--- src/capture_pkg.sv ---
// Purpose: Shared constants, field layout and carriers of the input capture channel
// Assumes: Byte addressed register port; one register per 32-bit word slot
// Notes: Capture mode and timebase codes are the hardware encodings of the control word

package capture_pkg;

   // ==========================================================
   // Register map
   localparam logic [7:0] CTRL_OFS = 8'h00;
   localparam logic [7:0] FIFO_OFS = 8'h04;
   localparam logic [7:0] COUNT_OFS = 8'h08;
   localparam logic [7:0] STATUS_OFS = 8'h0C;
   localparam logic [7:0] MASK_OFS = 8'h10;

   // ==========================================================
   // Control word field positions
   localparam int IDLE_BIT = 13;
   localparam int TSEL_LSB = 10;
   localparam int DIV_LSB = 5;
   localparam int OVF_BIT = 4;
   localparam int BNE_BIT = 3;
   localparam int MODE_LSB = 0;

   // ==========================================================
   // Capture mode codes
   localparam logic [2:0] MODE_OFF = 3'h0;
   localparam logic [2:0] MODE_EDGE = 3'h1;
   localparam logic [2:0] MODE_FALL = 3'h2;
   localparam logic [2:0] MODE_RISE = 3'h3;
   localparam logic [2:0] MODE_PRE4 = 3'h4;
   localparam logic [2:0] MODE_PRE16 = 3'h5;
   localparam logic [2:0] MODE_UNUSED = 3'h6;
   localparam logic [2:0] MODE_INTONLY = 3'h7;

   // ==========================================================
   // Timebase codes and prescaler terminal counts
   localparam logic [2:0] TB_SYSCLK = 3'h7;
   localparam logic [2:0] TB_RSV6 = 3'h6;
   localparam logic [2:0] TB_RSV5 = 3'h5;
   localparam logic [3:0] PRE4_LAST = 4'h3;
   localparam logic [3:0] PRE16_LAST = 4'hF;
   localparam logic [15:0] COUNT_MAX = 16'hFFFF;
   localparam logic [15:0] COUNT_RESET = 16'h0000;

   // ==========================================================
   // Interrupt status bits
   localparam int STAT_W = 3;
   localparam int STAT_CAP = 0;
   localparam int STAT_OVF = 1;
   localparam int STAT_PIN = 2;
   localparam logic [STAT_W-1:0] STAT_RESET = 3'h0;

   // ==========================================================
   // Carriers
   typedef struct packed {
      logic idle_halt_select;
      logic [2:0] timebase_select;
      logic [1:0] interrupt_divider;
      logic [2:0] capture_mode_field;
   } ctrl_s;

   localparam ctrl_s CTRL_RESET = '{1'b0, 3'h0, 2'h0, 3'h0};

   typedef struct packed {
      logic [7:0] addr;
      logic [15:0] wdata;
      logic wr;
      logic rd;
   } bus_req_s;

endpackage : capture_pkg

--- src/input_capture_control_one.sv ---
// Purpose: One input capture channel with control word, 16-bit counter and capture FIFO
// Assumes: Pin, idle, sleep and timer ticks are synchronous to mclk
// Notes: DEPTH must be a power of two; captures arriving while full are dropped
//
// Behaviour
// - Idle-halt bit stops the channel while the processor idles.
// - Timebase field picks system clock or a timer; codes 110 and 101 stop it.
// - Divider raises capture interrupt every first, second, third or fourth event.
// - Not-empty flag is high while unread captures remain.
// - Prescaled modes capture every rising edge, every 4th or every 16th.
// - Mode 000 switches the channel off.
// - Edge-detect mode captures both edges and interrupts on every event.
// - Interrupt-only mode makes the pin an interrupt source in sleep or idle.
// - The unused mode code leaves the channel disabled.
// - Unimplemented control bits read as zero.
// - Each capture event into a non-full FIFO stores the current counter value.
// - The FIFO holds up to four captured values.
// - Counter counts up freely and wraps from FFFF to 0000.
//
// The address-and-strobe port and the address map were left to the implementer.

`timescale 1ns/1ps

module input_capture_control_one #(
   parameter int DEPTH = 4,
   parameter int NUM_TIMERS = 5
) (
   input wire logic mclk,
   input wire logic arst_n,
   input wire capture_pkg::bus_req_s bus_req,
   output logic [15:0] rdata,
   input wire logic capture_pin,
   input wire logic cpu_idle,
   input wire logic cpu_sleep,
   input wire logic [NUM_TIMERS-1:0] timer_tick,
   output logic irq
);

   localparam int PW = $clog2(DEPTH);
   localparam logic [PW:0] FULL_LVL = (PW+1)'(DEPTH);

   // ==========================================================
   // Declarations
   capture_pkg::ctrl_s ctrl_q;
   logic [15:0] count_q;
   logic pin_q;
   logic [3:0] pre_q;
   logic [1:0] div_q;
   logic [15:0] mem [DEPTH];
   logic [PW:0] wptr_q;
   logic [PW:0] rptr_q;
   logic overflow_q;
   logic [capture_pkg::STAT_W-1:0] status_q;
   logic [capture_pkg::STAT_W-1:0] mask_q;
   logic [capture_pkg::STAT_W-1:0] status_set;
   logic [15:0] rdata_q;
   logic irq_q;
   logic tick;
   logic halted;
   logic running;
   logic rise;
   logic fall;
   logic cap_ev;
   logic cap_irq_ev;
   logic pin_irq_ev;
   logic [PW:0] level;
   logic full;
   logic empty;
   logic push;
   logic pop;
   logic ctrl_wr;
   logic flush;
   logic [2:0] mode;

   // Register access decode, used by several processes
   function automatic logic hit(input capture_pkg::bus_req_s req, input logic [7:0] ofs);
      hit = (req.addr == ofs);
   endfunction : hit

   assign mode = ctrl_q.capture_mode_field;
   assign ctrl_wr = bus_req.wr & hit(bus_req, capture_pkg::CTRL_OFS);
   // Turning the channel off drops stale captures so a restart sees a clean FIFO
   assign flush = ctrl_wr & (bus_req.wdata[capture_pkg::MODE_LSB +: 3] == capture_pkg::MODE_OFF);

   // ==========================================================
   // Timebase and channel enable
   // Idle halt freezes counter and capture alike
   assign halted = ctrl_q.idle_halt_select & cpu_idle;

   // Reserved timebase codes give no tick, so the counter stands still
   always_comb begin
      tick = 1'b0;
      if (ctrl_q.timebase_select == capture_pkg::TB_SYSCLK) begin
         tick = 1'b1;
      end else if (ctrl_q.timebase_select == capture_pkg::TB_RSV6 ||
                   ctrl_q.timebase_select == capture_pkg::TB_RSV5) begin
         tick = 1'b0;
      end else if (int'(ctrl_q.timebase_select) < NUM_TIMERS) begin
         tick = timer_tick[ctrl_q.timebase_select];
      end
   end

   // Off, unused and interrupt-only modes keep the capture path idle
   always_comb begin
      running = 1'b0;
      if (mode == capture_pkg::MODE_OFF || mode == capture_pkg::MODE_UNUSED) begin
         running = 1'b0;
      end else if (mode == capture_pkg::MODE_INTONLY) begin
         running = 1'b0;
      end else begin
         running = ~halted;
      end
   end

   // Free-running counter, wraps naturally at 16 bits
   always_ff @(posedge mclk or negedge arst_n) begin
      if (!arst_n) begin
         count_q <= capture_pkg::COUNT_RESET;
      end else if (running && tick) begin
         count_q <= count_q + 16'h0001;
      end
   end

   // ==========================================================
   // Edge detection and prescaler
   always_ff @(posedge mclk or negedge arst_n) begin
      if (!arst_n) begin
         pin_q <= 1'b0;
      end else begin
         pin_q <= capture_pin;
      end
   end

   assign rise = capture_pin & ~pin_q;
   assign fall = ~capture_pin & pin_q;

   // Prescaler restarts on any control write so the 4th/16th count is exact
   always_ff @(posedge mclk or negedge arst_n) begin
      if (!arst_n) begin
         pre_q <= 4'h0;
      end else if (ctrl_wr) begin
         pre_q <= 4'h0;
      end else if (running && rise) begin
         if ((mode == capture_pkg::MODE_PRE4 && pre_q == capture_pkg::PRE4_LAST) ||
             (mode == capture_pkg::MODE_PRE16 && pre_q == capture_pkg::PRE16_LAST)) begin
            pre_q <= 4'h0;
         end else begin
            pre_q <= pre_q + 4'h1;
         end
      end
   end

   // Capture event selection per mode
   always_comb begin
      cap_ev = 1'b0;
      if (running) begin
         case (mode)
            capture_pkg::MODE_EDGE: cap_ev = rise | fall;
            capture_pkg::MODE_FALL: cap_ev = fall;
            capture_pkg::MODE_RISE: cap_ev = rise;
            capture_pkg::MODE_PRE4: cap_ev = rise & (pre_q == capture_pkg::PRE4_LAST);
            capture_pkg::MODE_PRE16: cap_ev = rise & (pre_q == capture_pkg::PRE16_LAST);
            default: cap_ev = 1'b0;
         endcase
      end
   end

   // ==========================================================
   // Capture FIFO
   assign level = wptr_q - rptr_q;
   assign full = (level == FULL_LVL);
   assign empty = (level == '0);
   assign push = cap_ev & ~full;
   assign pop = bus_req.rd & hit(bus_req, capture_pkg::FIFO_OFS) & ~empty;

   // Storage has no reset; only slots behind the write pointer are ever read
   always_ff @(posedge mclk) begin
      if (push) begin
         mem[wptr_q[PW-1:0]] <= count_q;
      end
   end

   always_ff @(posedge mclk or negedge arst_n) begin
      if (!arst_n) begin
         wptr_q <= '0;
         rptr_q <= '0;
      end else if (flush) begin
         wptr_q <= '0;
         rptr_q <= '0;
      end else begin
         if (push) begin
            wptr_q <= wptr_q + 1'b1;
         end
         if (pop) begin
            rptr_q <= rptr_q + 1'b1;
         end
      end
   end

   // Overflow sets on a capture into a full FIFO; a pop or flush clears it, set wins
   always_ff @(posedge mclk or negedge arst_n) begin
      if (!arst_n) begin
         overflow_q <= 1'b0;
      end else if (cap_ev && full) begin
         overflow_q <= 1'b1;
      end else if (pop || flush) begin
         overflow_q <= 1'b0;
      end
   end

   // ==========================================================
   // Interrupt divider and events
   // Divider counts capture events; edge-detect mode bypasses it
   always_ff @(posedge mclk or negedge arst_n) begin
      if (!arst_n) begin
         div_q <= 2'h0;
      end else if (ctrl_wr) begin
         div_q <= 2'h0;
      end else if (cap_ev && mode != capture_pkg::MODE_EDGE) begin
         if (div_q == ctrl_q.interrupt_divider) begin
            div_q <= 2'h0;
         end else begin
            div_q <= div_q + 2'h1;
         end
      end
   end

   assign cap_irq_ev = cap_ev & ((mode == capture_pkg::MODE_EDGE) ||
                                 (div_q == ctrl_q.interrupt_divider));
   assign pin_irq_ev = rise & (cpu_sleep | cpu_idle) & (mode == capture_pkg::MODE_INTONLY);

   always_comb begin
      status_set = capture_pkg::STAT_RESET;
      status_set[capture_pkg::STAT_CAP] = cap_irq_ev;
      status_set[capture_pkg::STAT_OVF] = cap_ev & full;
      status_set[capture_pkg::STAT_PIN] = pin_irq_ev;
   end

   // Sticky status, write one to clear; a new event in the clear cycle survives
   always_ff @(posedge mclk or negedge arst_n) begin
      if (!arst_n) begin
         status_q <= capture_pkg::STAT_RESET;
      end else if (bus_req.wr && hit(bus_req, capture_pkg::STATUS_OFS)) begin
         status_q <= (status_q & ~bus_req.wdata[capture_pkg::STAT_W-1:0]) | status_set;
      end else begin
         status_q <= status_q | status_set;
      end
   end

   always_ff @(posedge mclk or negedge arst_n) begin
      if (!arst_n) begin
         mask_q <= capture_pkg::STAT_RESET;
      end else if (bus_req.wr && hit(bus_req, capture_pkg::MASK_OFS)) begin
         mask_q <= bus_req.wdata[capture_pkg::STAT_W-1:0];
      end
   end

   // Interrupt level trails status by one cycle to come straight from a flop
   always_ff @(posedge mclk or negedge arst_n) begin
      if (!arst_n) begin
         irq_q <= 1'b0;
      end else begin
         irq_q <= |(status_q & mask_q);
      end
   end

   // ==========================================================
   // Control register and read port
   always_ff @(posedge mclk or negedge arst_n) begin
      if (!arst_n) begin
         ctrl_q <= capture_pkg::CTRL_RESET;
      end else if (ctrl_wr) begin
         ctrl_q.idle_halt_select <= bus_req.wdata[capture_pkg::IDLE_BIT];
         ctrl_q.timebase_select <= bus_req.wdata[capture_pkg::TSEL_LSB +: 3];
         ctrl_q.interrupt_divider <= bus_req.wdata[capture_pkg::DIV_LSB +: 2];
         ctrl_q.capture_mode_field <= bus_req.wdata[capture_pkg::MODE_LSB +: 3];
      end
   end

   // Read data stands only in the cycle after the strobe
   always_ff @(posedge mclk or negedge arst_n) begin
      if (!arst_n) begin
         rdata_q <= 16'h0000;
      end else if (!bus_req.rd) begin
         rdata_q <= 16'h0000;
      end else if (hit(bus_req, capture_pkg::CTRL_OFS)) begin
         rdata_q <= 16'h0000;
         rdata_q[capture_pkg::IDLE_BIT] <= ctrl_q.idle_halt_select;
         rdata_q[capture_pkg::TSEL_LSB +: 3] <= ctrl_q.timebase_select;
         rdata_q[capture_pkg::DIV_LSB +: 2] <= ctrl_q.interrupt_divider;
         rdata_q[capture_pkg::OVF_BIT] <= overflow_q;
         rdata_q[capture_pkg::BNE_BIT] <= ~empty;
         rdata_q[capture_pkg::MODE_LSB +: 3] <= ctrl_q.capture_mode_field;
      end else if (hit(bus_req, capture_pkg::FIFO_OFS)) begin
         rdata_q <= empty ? 16'h0000 : mem[rptr_q[PW-1:0]];
      end else if (hit(bus_req, capture_pkg::COUNT_OFS)) begin
         rdata_q <= count_q;
      end else if (hit(bus_req, capture_pkg::STATUS_OFS)) begin
         rdata_q <= {13'h0000, status_q};
      end else if (hit(bus_req, capture_pkg::MASK_OFS)) begin
         rdata_q <= {13'h0000, mask_q};
      end else begin
         rdata_q <= 16'h0000;
      end
   end

   assign rdata = rdata_q;
   assign irq = irq_q;

   // ==========================================================
   // Assertions
   a_counter_wraps: assert property (@(posedge mclk) disable iff (!arst_n)
      (running && tick && count_q == capture_pkg::COUNT_MAX) |=> count_q == 16'h0000)
      else $error("Counter did not wrap to zero");

   a_halt_freezes: assert property (@(posedge mclk) disable iff (!arst_n)
      (halted && !ctrl_wr) |=> (count_q == $past(count_q)) && !$past(push))
      else $error("Channel moved while idle halted");

   a_off_nocapture: assert property (@(posedge mclk) disable iff (!arst_n)
      (mode == capture_pkg::MODE_OFF || mode == capture_pkg::MODE_UNUSED) |-> !cap_ev && !running)
      else $error("Disabled mode captured");

   a_fifo_bounded: assert property (@(posedge mclk) disable iff (!arst_n)
      level <= FULL_LVL)
      else $error("FIFO level beyond depth");

   a_capture_stores: assert property (@(posedge mclk) disable iff (!arst_n)
      (push && empty && !pop && !flush) |=> mem[rptr_q[PW-1:0]] == $past(count_q))
      else $error("Captured value not the counter value");

   a_overflow_sets: assert property (@(posedge mclk) disable iff (!arst_n)
      (cap_ev && full && !pop && !flush) |=>
         overflow_q && status_q[capture_pkg::STAT_OVF] && level == FULL_LVL)
      else $error("Overflow not flagged on full FIFO");

   a_bne_reads: assert property (@(posedge mclk) disable iff (!arst_n)
      (bus_req.rd && hit(bus_req, capture_pkg::CTRL_OFS)) |=>
         rdata_q[capture_pkg::BNE_BIT] == ($past(level) != '0) &&
         rdata_q[15:14] == 2'h0 && rdata_q[9:7] == 3'h0)
      else $error("Control readback wrong");

   a_pop_advances: assert property (@(posedge mclk) disable iff (!arst_n)
      (pop && !flush) |=> rptr_q == $past(rptr_q) + 1'b1)
      else $error("Buffer read did not pop");

   a_edge_every: assert property (@(posedge mclk) disable iff (!arst_n)
      (mode == capture_pkg::MODE_EDGE && cap_ev) |=> status_q[capture_pkg::STAT_CAP])
      else $error("Edge mode missed an interrupt");

   a_div_zero: assert property (@(posedge mclk) disable iff (!arst_n)
      (ctrl_q.interrupt_divider == 2'h0 && cap_ev) |-> cap_irq_ev)
      else $error("Divider zero skipped an event");

   a_pre4_count: assert property (@(posedge mclk) disable iff (!arst_n)
      (mode == capture_pkg::MODE_PRE4 && cap_ev) |-> pre_q == capture_pkg::PRE4_LAST && rise)
      else $error("Prescale by four out of step");

   a_pin_only: assert property (@(posedge mclk) disable iff (!arst_n)
      (mode == capture_pkg::MODE_INTONLY) |->
         !push && (pin_irq_ev == (rise && (cpu_sleep || cpu_idle))))
      else $error("Interrupt-only mode misbehaved");

   a_irq_follows: assert property (@(posedge mclk) disable iff (!arst_n)
      (|(status_q & mask_q)) [*2] |-> irq_q)
      else $error("Interrupt not raised for masked-in status");

endmodule : input_capture_control_one

--- config.mk ---
export PLATFORM = sky130hd
export DESIGN_NAME = input_capture_control_one
export DESIGN_NICKNAME = d
export VERILOG_FILES = /design/src/capture_pkg.sv /design/src/input_capture_control_one.sv
export SDC_FILE = /design/constraint.sdc
export NUM_CORES = 1
export LEC_CHECK = 0
export BUFFER_PORTS_ARGS = -buffer_cell sky130_fd_sc_hd__buf_2
export CAP_MARGIN = 30
export CORE_UTILIZATION = 39
export CTS_BUF_LIST = sky130_fd_sc_hd__clkbuf_4 sky130_fd_sc_hd__clkbuf_8
export DETAILED_ROUTE_END_ITERATION = 10
export GPL_ROUTABILITY_DRIVEN = 0
export GPL_TIMING_DRIVEN = 0
export PLACE_DENSITY = 0.56
export SKIP_CTS_REPAIR_TIMING = 1
export SYNTH_ARGS = -nofsm -noshare
export SYNTH_HDL_FRONTEND = slang
export SYNTH_SLANG_ARGS = --single-unit
--- constraint.sdc ---
create_clock -name mclk -period 3.6 [get_ports mclk]
set_input_delay 0.36 -clock mclk [delete_from_list [all_inputs] [get_ports mclk]]
set_output_delay 0.36 -clock mclk [all_outputs]
set_load 0.1 [all_outputs]
### Yosys cells after proc, flatten, opt, wreduce, memory -nomap -nowiden

Memory sizes are Yosys's and may differ from the RTL's.
Index checks and enable logic that the tools add are counted.

* memories: 1
* input bits: 36
* RAM bits: 64
* register bits after elaboration: 62
* output and inout port bits: 17

* order comparisons: 2
* bitwise operators: 26
* add/subtract/negate cells: 6
* muxes and demuxes: 31
* equal/unequal tests: 19
* reduce and logical (&&, ||, !) cells: 23

Memory list
* mem: words 4, bits a word 16, read ports 1, clocked after Yosys merged registers in 0, write ports 1, line input_capture_control_one.sv:49 `logic [15:0] mem [DEPTH];`

Operators with widths (count)
* 2-to-1 mux 16 bit: 5
* equality test 3 bit, second input constant: 8
* 2-to-1 mux 3 bit: 7
* adder 16 x 1 -> 16 bit, second input constant: 1
* equality test 8 x 4 -> 1 bit, second input constant: 2
* AND 1 bit: 14
* 2-to-1 mux 4 bit: 3
* 2-to-1 mux 1 bit: 11
* nonzero test 2 bit: 5
* logical NOT 3 bit: 3
* equality test 8 x 3 -> 1 bit, second input constant: 1
* equality test 8 x 5 -> 1 bit, second input constant: 1
* logical AND 1 bit: 8
* logical NOT 8 bit: 1
* adder 3 x 1 -> 3 bit, second input constant: 2
* AND 3 bit: 2
* equality test 3 x 2 -> 1 bit, second input constant: 2
* 2-to-1 mux 2 bit: 3
* OR 3 bit: 2
* logical OR 1 bit: 5
* inverter 1 bit: 5
* case mux 1 bit (5 select lines): 1
* adder 4 x 1 -> 4 bit, second input constant: 1
* equality test 4 x 2 -> 1 bit, second input constant: 1
* other kinds (12): 13

### Depth between registers and ports, before layout

Gate-level depths: netlist of the first run.

* depth after elaboration: 8
* gate-level depth with buffers: 10

### Worst setup path before layout of the first run

No wires, ideal clock.

* path type: reg-to-reg
* start: register rptr_q[1]
* end: memory mem[3][0], enable pin
* clock period less this slack: 3.324 ns
* stages on the path, launching flop included: 9
* library setup time: 0.414 ns
* slack: 0.276 ns
* required time: 3.186 ns
* arrival: 2.911 ns
* cell sequence: dfrtp_1 -> clkbuf_1 -> buf_1 -> inv_1 -> ha_1 -> nor2b_1 -> xor2_1 -> o21ai_0 -> nor3_1

* cells in the longest elaborated chain, start to end: 6

Ends and longest elaborated chain
* start, declared: line input_capture_control_one.sv:51 `logic [PW:0] rptr_q;`
* start signal, assigned: line input_capture_control_one.sv:195 `rptr_q <= rptr_q + 1'b1;`
* subtractor 3 bit: line input_capture_control_one.sv:170 `assign level = wptr_q - rptr_q;`
* equality test 3 bit: line input_capture_control_one.sv:171 `assign full = (level == FULL_LVL);`
* inverter 1 bit: line input_capture_control_one.sv:173 `assign push = cap_ev & ~full;`
* AND 1 bit: line input_capture_control_one.sv:173
* 2-to-1 mux 1 bit: line input_capture_control_one.sv:178 `if (push) begin`
* 2-to-1 mux 1 bit (implied by the code): line input_capture_control_one.sv:179 `mem[wptr_q[PW-1:0]] <= count_q;`
* end, declared: line input_capture_control_one.sv:49

No other way between the ends.

### Worst setup path in the final report of the first run

* start: register rptr_q[1]
* end: memory mem[1][1], enable pin

Same word-level chain as after synthesis.

==> impl_metrics.tcl, run 1 <==
set metrics [dict create \
    die-area_mm2 0.0152 \
    track_usage_pct 17.9 \
    p_sw_share_pct 28.5 \
    grt_pass1_vias 3718 \
    hold_viol 0 \
    num_vias 3531 \
    final_util_pct 45.8 \
    core_mm2 0.0145 \
    grt_pass1_wl_um 19900 \
    drt.antenna.violating_nets 0 \
    arrival_ns 3.26 \
    pwr-share-comb_pct 14.9 \
    skew_ns 0.00963 \
    reg2reg_to "mem[1][1]" \
    drc_errors 0 \
    rrSetupSlack_ns 0.42 \
    cts_buffer_depth 2 \
    start_util_pct 39.7 \
    hold-worst-slack_ns 0.0170 \
    irDropWorstVdd_mv 0.270 \
    period_share_pct 88.4 \
    dr.pass1.iters 4 \
    globalRouteOverflowTotal 0 \
    cts_made_buffers 17 \
    synth-simple-area-share_pct 11.8 \
    power_switching_mw 1.02 \
    fp.dieW_um 123 \
    hold_class "input port to async pin" \
    min_period_ns 3.18 \
    area_growth_pct 15.3 \
    port_buffers 45 \
    p_leak_nw 2.67 \
    reg2reg_depth 9 \
    antenna_found_initial 0 \
    die_h_um 123 \
    seqPwrFrac_pct 51.6 \
    clk_pin_slew_worst_paths_ns 0.07 \
    rows 44 \
    report.final.slew_viol_count 0 \
    cp_max_fo 16 \
    h-tree-depth 4 \
    drive_gt1_share_pct 31.0 \
    r2r-start "rptr_q[1]" \
    final_nets 514 \
    syn_nets 448 \
    drt_iter0_drc 244 \
    syn_area_mm2 0.00575 \
    synth_adder_area_share_pct 2.39 \
    crit_type "register to register" \
    rsz0062_at_grt "false" \
    io_pins 53 \
    pwr_density_cell_mw_per_mm2 540 \
    p_int_mw 2.56 \
    cp-end-kind "register" \
    clk_latency_ns 0.44 \
    pwr-share-clk_pct 33.6 \
    critPathLaunchType "register" \
    synthArstFlopShare_pct 49.2 \
    place_hpwl_um 8560 \
    max_slew.worst_pin.slew_ns 0.804 \
    max_freq_mhz 314 \
    synth-compound-area-share_pct 10.3 \
    synth.mux.area_fraction_pct 8.92 \
    routedWlPerCell_um 18.4 \
    syn_area_per_cell_um2 14.3 \
    maxCapViolCount 0 \
    run_status "finished, final reports clean" \
    postSynthRegisterBits 126 \
    clock-sinks 126 \
    routed_via_density 5.32 \
    relSlewSlack_pct 46.4 \
    finalSetupViolations 0 \
    netlist_instances 401 \
    routed_wl_um 12200 \
    yosysUniqueCellTypes 63 \
    tritoncts "done" \
    synth_top_family_by_area "simple AND/OR/NAND/NOR gates" \
    grt_max_degree 63 \
    root_buffer "clkbuf_8" \
    synthXorXnorAreaFrac_pct 3.35 \
    synth-seq-area-share_pct 60.4 \
    diodes 0 \
    ys_warn_count 0 \
    worstPathRequired_ns 3.68 \
    yosys_most_used_dff "edfxtp_1" \
    synth_edf_count 64 \
]
## stage by stage
| stage | std cells | power (mW) | area (µm²) | TNS [ns] | setup slack [ns] |
|---|---|---|---|---|---|
| 2_1_floorplan | 401 | 2.22 | 5750 | 0 | 0.276 |
| 4_1_cts | 664 | 3.62 | 6630 | -8.38 | -0.201 |
| 3_3_place_gp | 630 | 2.39 | 6200 | -29.48 | -1.30 |
| 3_5_place_dp | 632 | 2.42 | 6230 | -10.16 | -0.234 |
| 5_1_grt | 664 | 3.79 | 6630 | 0 | 0.0754 |
| 6_report | 664 | 3.58 | 6630 | 0 | 0.416 |
## power by group through the flow
| stage | Combinational (mW) | Sequential, mW | Clock, mW |
|---|---|---|---|
| 6_report | 0.533 | 1.85 | 1.20 |
| 3_3_place_gp | 0.518 | 1.87 | 0 |
| 3_5_place_dp | 0.541 | 1.88 | 0 |
| 5_1_grt | 0.613 | 1.87 | 1.30 |
| 2_1_floorplan | 0.384 | 1.84 | 0 |
| 4_1_cts | 0.542 | 1.85 | 1.23 |
## cell usage after synthesis (9+ instances only)
master    number  area [µm²]
mux4_2        16         360
nor2_1        16        60.1
edfxtp_1      64        1920
nand2_1       27         101
a22oi_1        9        67.6
nand4_1       11        68.8
o21ai_0       14        70.1
dfrtp_1       62        1550
mux2_2        10         113
ha_1          11         138
xnor2_1       18         158
inv_1         15        56.3
a21oi_1        9        45.0
## layout by cell type (no fill, tap or decap), types with 4 or more instances in the layout
cell        count
nand3_1         8
inv_1          15
nor2_1         16
edfxtp_1       64
nand2_1        27
o21ai_0        14
a22oi_2         5
a21boi_2        5
clkinvlp_4      4
dfrtp_1        62
mux4_2         16
and3_1          6
a21oi_1         9
mux2_2         10
nand2b_1        6
buf_6           5
nor3_1          5
a221oi_1        4
buf_2          51
xor2_1          4
nand4_1        11
clkbuf_8       18
mux2i_1         4
ha_1           11
xnor2_1        18
a22oi_1         9
## cells by family after synthesis
family	count (synthesis)
muxes	30
AOI/OAI and AO/OA	69
buffers and inverters	31
DFF	126
xor gates and xnor gates	22
adders and majority gates	11
and+or+nand+nor	112
## how the worst max path moves through the flow
stage / startpoint / to / slack, ns / depth (start not counted)
after floorplan: rptr_q[1] / mem[3][0] / 0.28 / 8
after global placement: rptr_q[1] / mem[3][14] / -1.30 / 8
after detailed placement: rptr_q[1] / mem[1][15] / -0.23 / 9
after CTS: rptr_q[1] / mem[1][5] / -0.20 / 9
after global routing: rptr_q[1] / mem[1][10] / 0.08 / 9
final: rptr_q[1] / mem[1][1] / 0.42 / 9
## registers in the layout, summed over array words and instances (netlist names)
name / flops
irq: 1
rdata: 16
pre_q: 4
ctrl_q: 6
mode: 3
status_q: 3
overflow_q: 1
mem: 64
mask_q: 3
pin_q: 1
rptr_q: 3
wptr_q: 3
div_q: 2
count_q: 16
## metal layers
layer	share of wire [%]	global-route usage, %	vias up
li1	-	-	1658
met1	45	22.6	1787
met2	50	30.4	71
met3	3.4	3.60	15
met4	1.5	6.70	0
met5	0	0	-
## worst max-delay path: stages (launching register included)
cell and delay [ns]:
dfrtp_1 0.36, clkbuf_1 0.46, clkbuf_2 0.41, inv_1 0.09
ha_1 0.18, nor2b_1 0.20, xor2_1 0.19, nor2_1 0.11
nor3_2 0.30, and2_2 0.52
## layout make-up
| cell class | instances | area (µm²) |
|---|---|---|
| fill | 1311 | 7850 |
| buffer | 16 | 108 |
| multi-input combinational | 244 | 2120 |
| clock inverter | 14 | 144 |
| inverter | 15 | 56.3 |
| timing repair buffer | 47 | 250 |
| tap | 184 | 230 |
| sequential | 126 | 3470 |
| clock buffer | 18 | 248 |
(Power assumes the default switching activity.)
==> inputs of run 2 (changes only) <==
==> constraint.sdc (replaced) <==
create_clock -name mclk -period 3.6 [get_ports mclk]
set_input_delay 0.18 -clock mclk [delete_from_list [all_inputs] [get_ports mclk]]
set_output_delay 0.18 -clock mclk [all_outputs]
set_load 0.1 [all_outputs]
==> run 2 against run 1 <==
  * Utilization grew 0.62 points
  * Sequential cell count is the same
  * Critical path depth is the same
  * Sequential share of layout area shrank 0.70 points
  * Global-route usage is the same
  * Critical endpoint unchanged
==> impl_metrics.tcl, run 2 (synthesized netlist as in run 1, its figures left out) <==
set metrics [dict create \
    hold_viol 0 \
    port_buffers 45 \
    fp.dieW_um 123 \
    clk_latency_ns 0.44 \
    cp_slowest_cell "and2_2" \
    root_buffer "clkbuf_8" \
    most-common-layout-cells "edfxtp_1, dfrtp_1, buf_2" \
    critPathLaunchType "register" \
    cp_cell_sequence "clkbuf_1, clkbuf_2, inv_1, ha_1, nor2b_1, xor2_1, nor2_1, nor3_2, and2_2" \
    core_mm2 0.0145 \
    die-area_mm2 0.0152 \
    grt_max_degree 63 \
    setup_slack_ns 0.429 \
    routed_wl_um 12300 \
    grt_pass1_wl_um 19900 \
    irDropWorstVdd_mv 0.270 \
    report.final.slew_viol_count 0 \
    min_period_ns 3.17 \
    power_mw 3.59 \
    tritoncts "done" \
    cp_slowest_stage_delay_ns 0.52 \
    num_vias 3539 \
    finalInstanceArea_mm2 0.00672 \
    layout_commonest_cell "edfxtp_1" \
    pwr-share-clk_pct 33.5 \
    max_freq_mhz 315 \
    track_usage_pct 17.9 \
    relSlewSlack_pct 46.0 \
    routed_via_density 5.26 \
    grt_pass1_vias 3718 \
    skew_ns 0.0101 \
    worstPathRequired_ns 3.68 \
    p_sw_share_pct 28.5 \
    place_hpwl_um 8560 \
    period_share_pct 88.1 \
    largest_register_ffs 64 \
    arrival_ns 3.25 \
    cts_buffer_depth 2 \
    max_slew.worst_pin.slew_ns 0.810 \
    cp-end-kind "register" \
    finalSetupViolations 0 \
    io_pins 53 \
    maxCapViolCount 0 \
    final_util_pct 46.4 \
    rsz0062_at_grt "false" \
    h-tree-depth 4 \
    drc_errors 0 \
    final_nets 523 \
    p_leak_nw 2.71 \
    pwr-share-comb_pct 15.0 \
    routedWlPerCell_um 18.3 \
    pwr_density_cell_mw_per_mm2 535 \
    post-place-ws_ns -0.234 \
    rows 44 \
    area_growth_pct 16.9 \
    drt.antenna.violating_nets 0 \
    drive_gt1_share_pct 30.5 \
    power_switching_mw 1.03 \
    antenna_found_initial 0 \
    p_int_mw 2.57 \
    run_status "finished, final reports clean" \
    seqPwrFrac_pct 51.4 \
    diodes 0 \
    clk_pin_slew_worst_paths_ns 0.07 \
    drt_iter0_drc 223 \
    cts_made_buffers 17 \
    cp_max_fo 16 \
    crit_type "register to register" \
    hold_class "input port to register" \
    globalRouteOverflowTotal 0 \
    dr.pass1.iters 4 \
    clock-sinks 126 \
    start_util_pct 39.7 \
    dpl-instance-area_mm2 0.00623 \
    die_h_um 123 \
]
[run 2: changes by cell type in the layout (fill, tap and decap cells not counted), sizes merged]
cell,delta
dlygate4sd3,+9
[run 2: critical path: cells and delay by family (launching register included)]
family        cells  cell delay, ns
simple gates      4            1.13
xor+xnor          1            0.19
flops             1            0.36
buf+inv           3            0.95
fa+ha+maj         1            0.18
[run 2: metal layers]
| metal | up-vias | share of wire, % | track usage [%] |
|---|---|---|---|
| met5 | - | 0 | 0 |
| li1 | 1674 | - | - |
| met3 | 15 | 3.2 | 3.60 |
| met1 | 1781 | 45 | 22.6 |
| met4 | 0 | 1.5 | 6.70 |
| met2 | 69 | 50 | 30.4 |
[run 2: area by class of cell]
type,count,area (µm²)
fill,1298,7760
sequential,126,3470
multi-input combinational,244,2120
timing repair buffer,56,340
clock buffer,18,248
tap,184,230
clock inverter,14,144
buffer,16,108
inverter,15,56.3
[run 2: path summary, 6_finish.rpt]
check | from | endpoint | slack (ns) | depth (start not counted)
worst max-delay path | rptr_q[1] | mem[1][1] | 0.43 | 9
worst min-delay path | bus_req[3] | mode[1] | 0.03 | 3
worst max register to register | rptr_q[1] | mem[1][1] | 0.43 | 9
worst min register to register | status_q[0] | status_q[0] | 0.51 | 1
max in group asynchronous | arst_n | count_q[0] | 2.70 | 2
min in group asynchronous | arst_n | irq | 0.38 | 2
[run 2: power by group through the flow]
stage                     Combinational [mW]  Sequential [mW]  Clock (mW)
after CTS                              0.542             1.85        1.23
after detailed placement               0.541             1.88           0
after floorplan                        0.384             1.84           0
after global routing                   0.622             1.87        1.30
final                                  0.541             1.85        1.20
after global placement                 0.518             1.87           0
[run 2: stage by stage]
| stage | instances | hold slack [ns] | TNS (ns) |
|---|---|---|---|
| floorplan | 401 | -0.116 | 0 |
| global placement | 630 | 0.320 | -29.48 |
| detailed placement | 632 | 0.327 | -10.16 |
| CTS | 664 | -0.148 | -8.38 |
| finish | 673 | 0.0319 | 0 |
| global route | 673 | 0.0160 | 0 |
==> inputs of run 3 (changes only) <==
--- a/config.mk
+++ b/config.mk
@@ -5,14 +5,14 @@
 export SDC_FILE = /design/constraint.sdc
 export NUM_CORES = 1
 export LEC_CHECK = 0
-export BUFFER_PORTS_ARGS = -buffer_cell sky130_fd_sc_hd__buf_2
 export CAP_MARGIN = 30
 export CORE_UTILIZATION = 39
 export CTS_BUF_LIST = sky130_fd_sc_hd__clkbuf_4 sky130_fd_sc_hd__clkbuf_8
 export DETAILED_ROUTE_END_ITERATION = 10
+export DONT_BUFFER_PORTS = 1
 export GPL_ROUTABILITY_DRIVEN = 0
 export GPL_TIMING_DRIVEN = 0
-export PLACE_DENSITY = 0.56
+export PLACE_DENSITY = 0.53
 export SKIP_CTS_REPAIR_TIMING = 1
 export SYNTH_ARGS = -nofsm -noshare
 export SYNTH_HDL_FRONTEND = slang
==> run 3 against run 2 <==
  * Clock power rose by 9%
  * Sequential share of layout area up 0.47 points
  * Final cell count down 5.1%
==> impl_metrics.tcl, run 3 (synthesized netlist as in run 1, its figures left out) <==
set metrics [dict create \
    grt_max_degree 63 \
    cp_slowest_stage_delay_ns 0.53 \
    startpoint "rptr_q[1]" \
    cts_made_buffers 17 \
    routedWlPerCell_um 19.4 \
    pwr_density_cell_mw_per_mm2 554 \
    area_growth_pct 15.9 \
    max_freq_mhz 311 \
    routed_wl_um 12400 \
    run_status "finished, final reports clean" \
    fp.dieW_um 123 \
    largest_register_ffs 64 \
    m1WireLength_um 5660 \
    maxCapViolCount 0 \
    port_buffers 0 \
    globalRouteOverflowTotal 0 \
    drt_iter0_drc 190 \
    most-common-layout-cells "edfxtp_1, dfrtp_1, nand2_1" \
    num_vias 3468 \
    clock-sinks 126 \
    finalSetupTns_ns 0 \
    power_mw 3.69 \
    routed_via_density 5.43 \
    worstPathRequired_ns 3.69 \
    start_util_pct 39.7 \
    period_share_pct 89.4 \
    dp_cells 587 \
    met2WireLength_um 6090 \
    r2r-start "rptr_q[1]" \
    final_cells 639 \
    grt_pass1_vias 3500 \
    path_buf_inv 3 \
    cp-end-kind "register" \
    rows 44 \
    hold_viol 0 \
    die-area_mm2 0.0152 \
    final_nets 489 \
    relSlewSlack_pct 39.9 \
    crit_type "register to register" \
    layout_commonest_cell "edfxtp_1" \
    cp_max_fo 16 \
    drive_gt1_share_pct 23.3 \
    irDropWorstVdd_mv 0.268 \
    p_leak_nw 2.59 \
    rsz0062_at_grt "false" \
    diodes 0 \
    topRoutingLayerUsed "met4" \
    critPathLaunchType "register" \
    skew_ns 0.00846 \
    clk_pin_slew_worst_paths_ns 0.07 \
    grt_pass1_wl_um 19400 \
    place_hpwl_um 8400 \
    cp_cell_sequence "clkbuf_1, clkbuf_2, inv_1, ha_1, nor2b_1, xor2_1, nor2_1, nor3_2, and2_2" \
    tritoncts "done" \
    clk_latency_ns 0.45 \
    core_mm2 0.0145 \
    finalSetupViolations 0 \
    max_slew.worst_pin.slew_ns 0.902 \
    root_buffer "clkbuf_8" \
    cts_buffer_depth 2 \
    dr.pass1.iters 4 \
    hold_class "input port to register" \
    die_h_um 123 \
    met3WireLength_um 458 \
    antenna_found_initial 0 \
    track_usage_pct 17.7 \
    drc_errors 0 \
    drt.antenna.violating_nets 0 \
    h-tree-depth 4 \
    crit_family "simple AND/OR/NAND/NOR gates" \
    min_period_ns 3.22 \
    cp_slowest_cell "and2_2" \
    arrival_ns 3.31 \
    io_pins 53 \
    report.final.slew_viol_count 0 \
    min-delay-start "bus_req[1]" \
]
==> run 3: changes by cell type in the layout (fill, tap and decap cells not counted), moves of 2 or more <==
cell and delta:
buf_2 -44, clkinvlp_4 -2, dlygate4sd3_1 +10, inv_6 +2
==> run 3: cell type report <==
class	count	area (µm²)
inverters	15	56.3
fillers	1277	7820
flip-flops and latches	126	3470
clock buffers	20	269
plain buffers	16	108
multi-input cells	244	2120
clock inverters	12	159
repair buffers	22	244
well taps	184	230
==> run 3: power by group <==
part	leakage, nW	switching, mW	internal (mW)
sequential	1.39	0.148	1.71
clock	0.214	0.576	0.735
combinational	0.988	0.295	0.227
==> run 3: final timing paths <==
path | cells past startpoint | slack (ns) | end
max in group asynchronous | 2 | 3.01 | count_q[0]
hold reg to reg | 1 | 0.51 | status_q[0]
setup reg to reg | 9 | 0.38 | mem[0][0]
min in group asynchronous | 2 | 0.33 | rptr_q[1]
setup / recovery | 9 | 0.38 | mem[0][0]
hold / removal | 2 | 0.03 | mask_q[1]
==> run 3: through the flow <==
stage | cell area, µm² | worst slack, ns | utilization (%) | hold slack (ns)
3_3_place_gp | 5980 | -1.50 | 41.3 | -0.114
3_5_place_dp | 6010 | -0.230 | 41.5 | -0.113
2_1_floorplan | 5750 | 0.276 | - | -0.116
4_1_cts | 6440 | -0.244 | 44.5 | -0.612
6_report | 6660 | 0.381 | 46.0 | 0.0337
5_1_grt | 6660 | 0.0695 | 46.0 | 0.0268
==> run 3: layer usage <==
| metal | global-route usage (%) | up-vias |
|---|---|---|
| met5 | 0 | - |
| met4 | 7.53 | 0 |
| met3 | 4.61 | 18 |
| met2 | 28.6 | 77 |
| met1 | 22.3 | 1766 |
| li1 | - | 1607 |
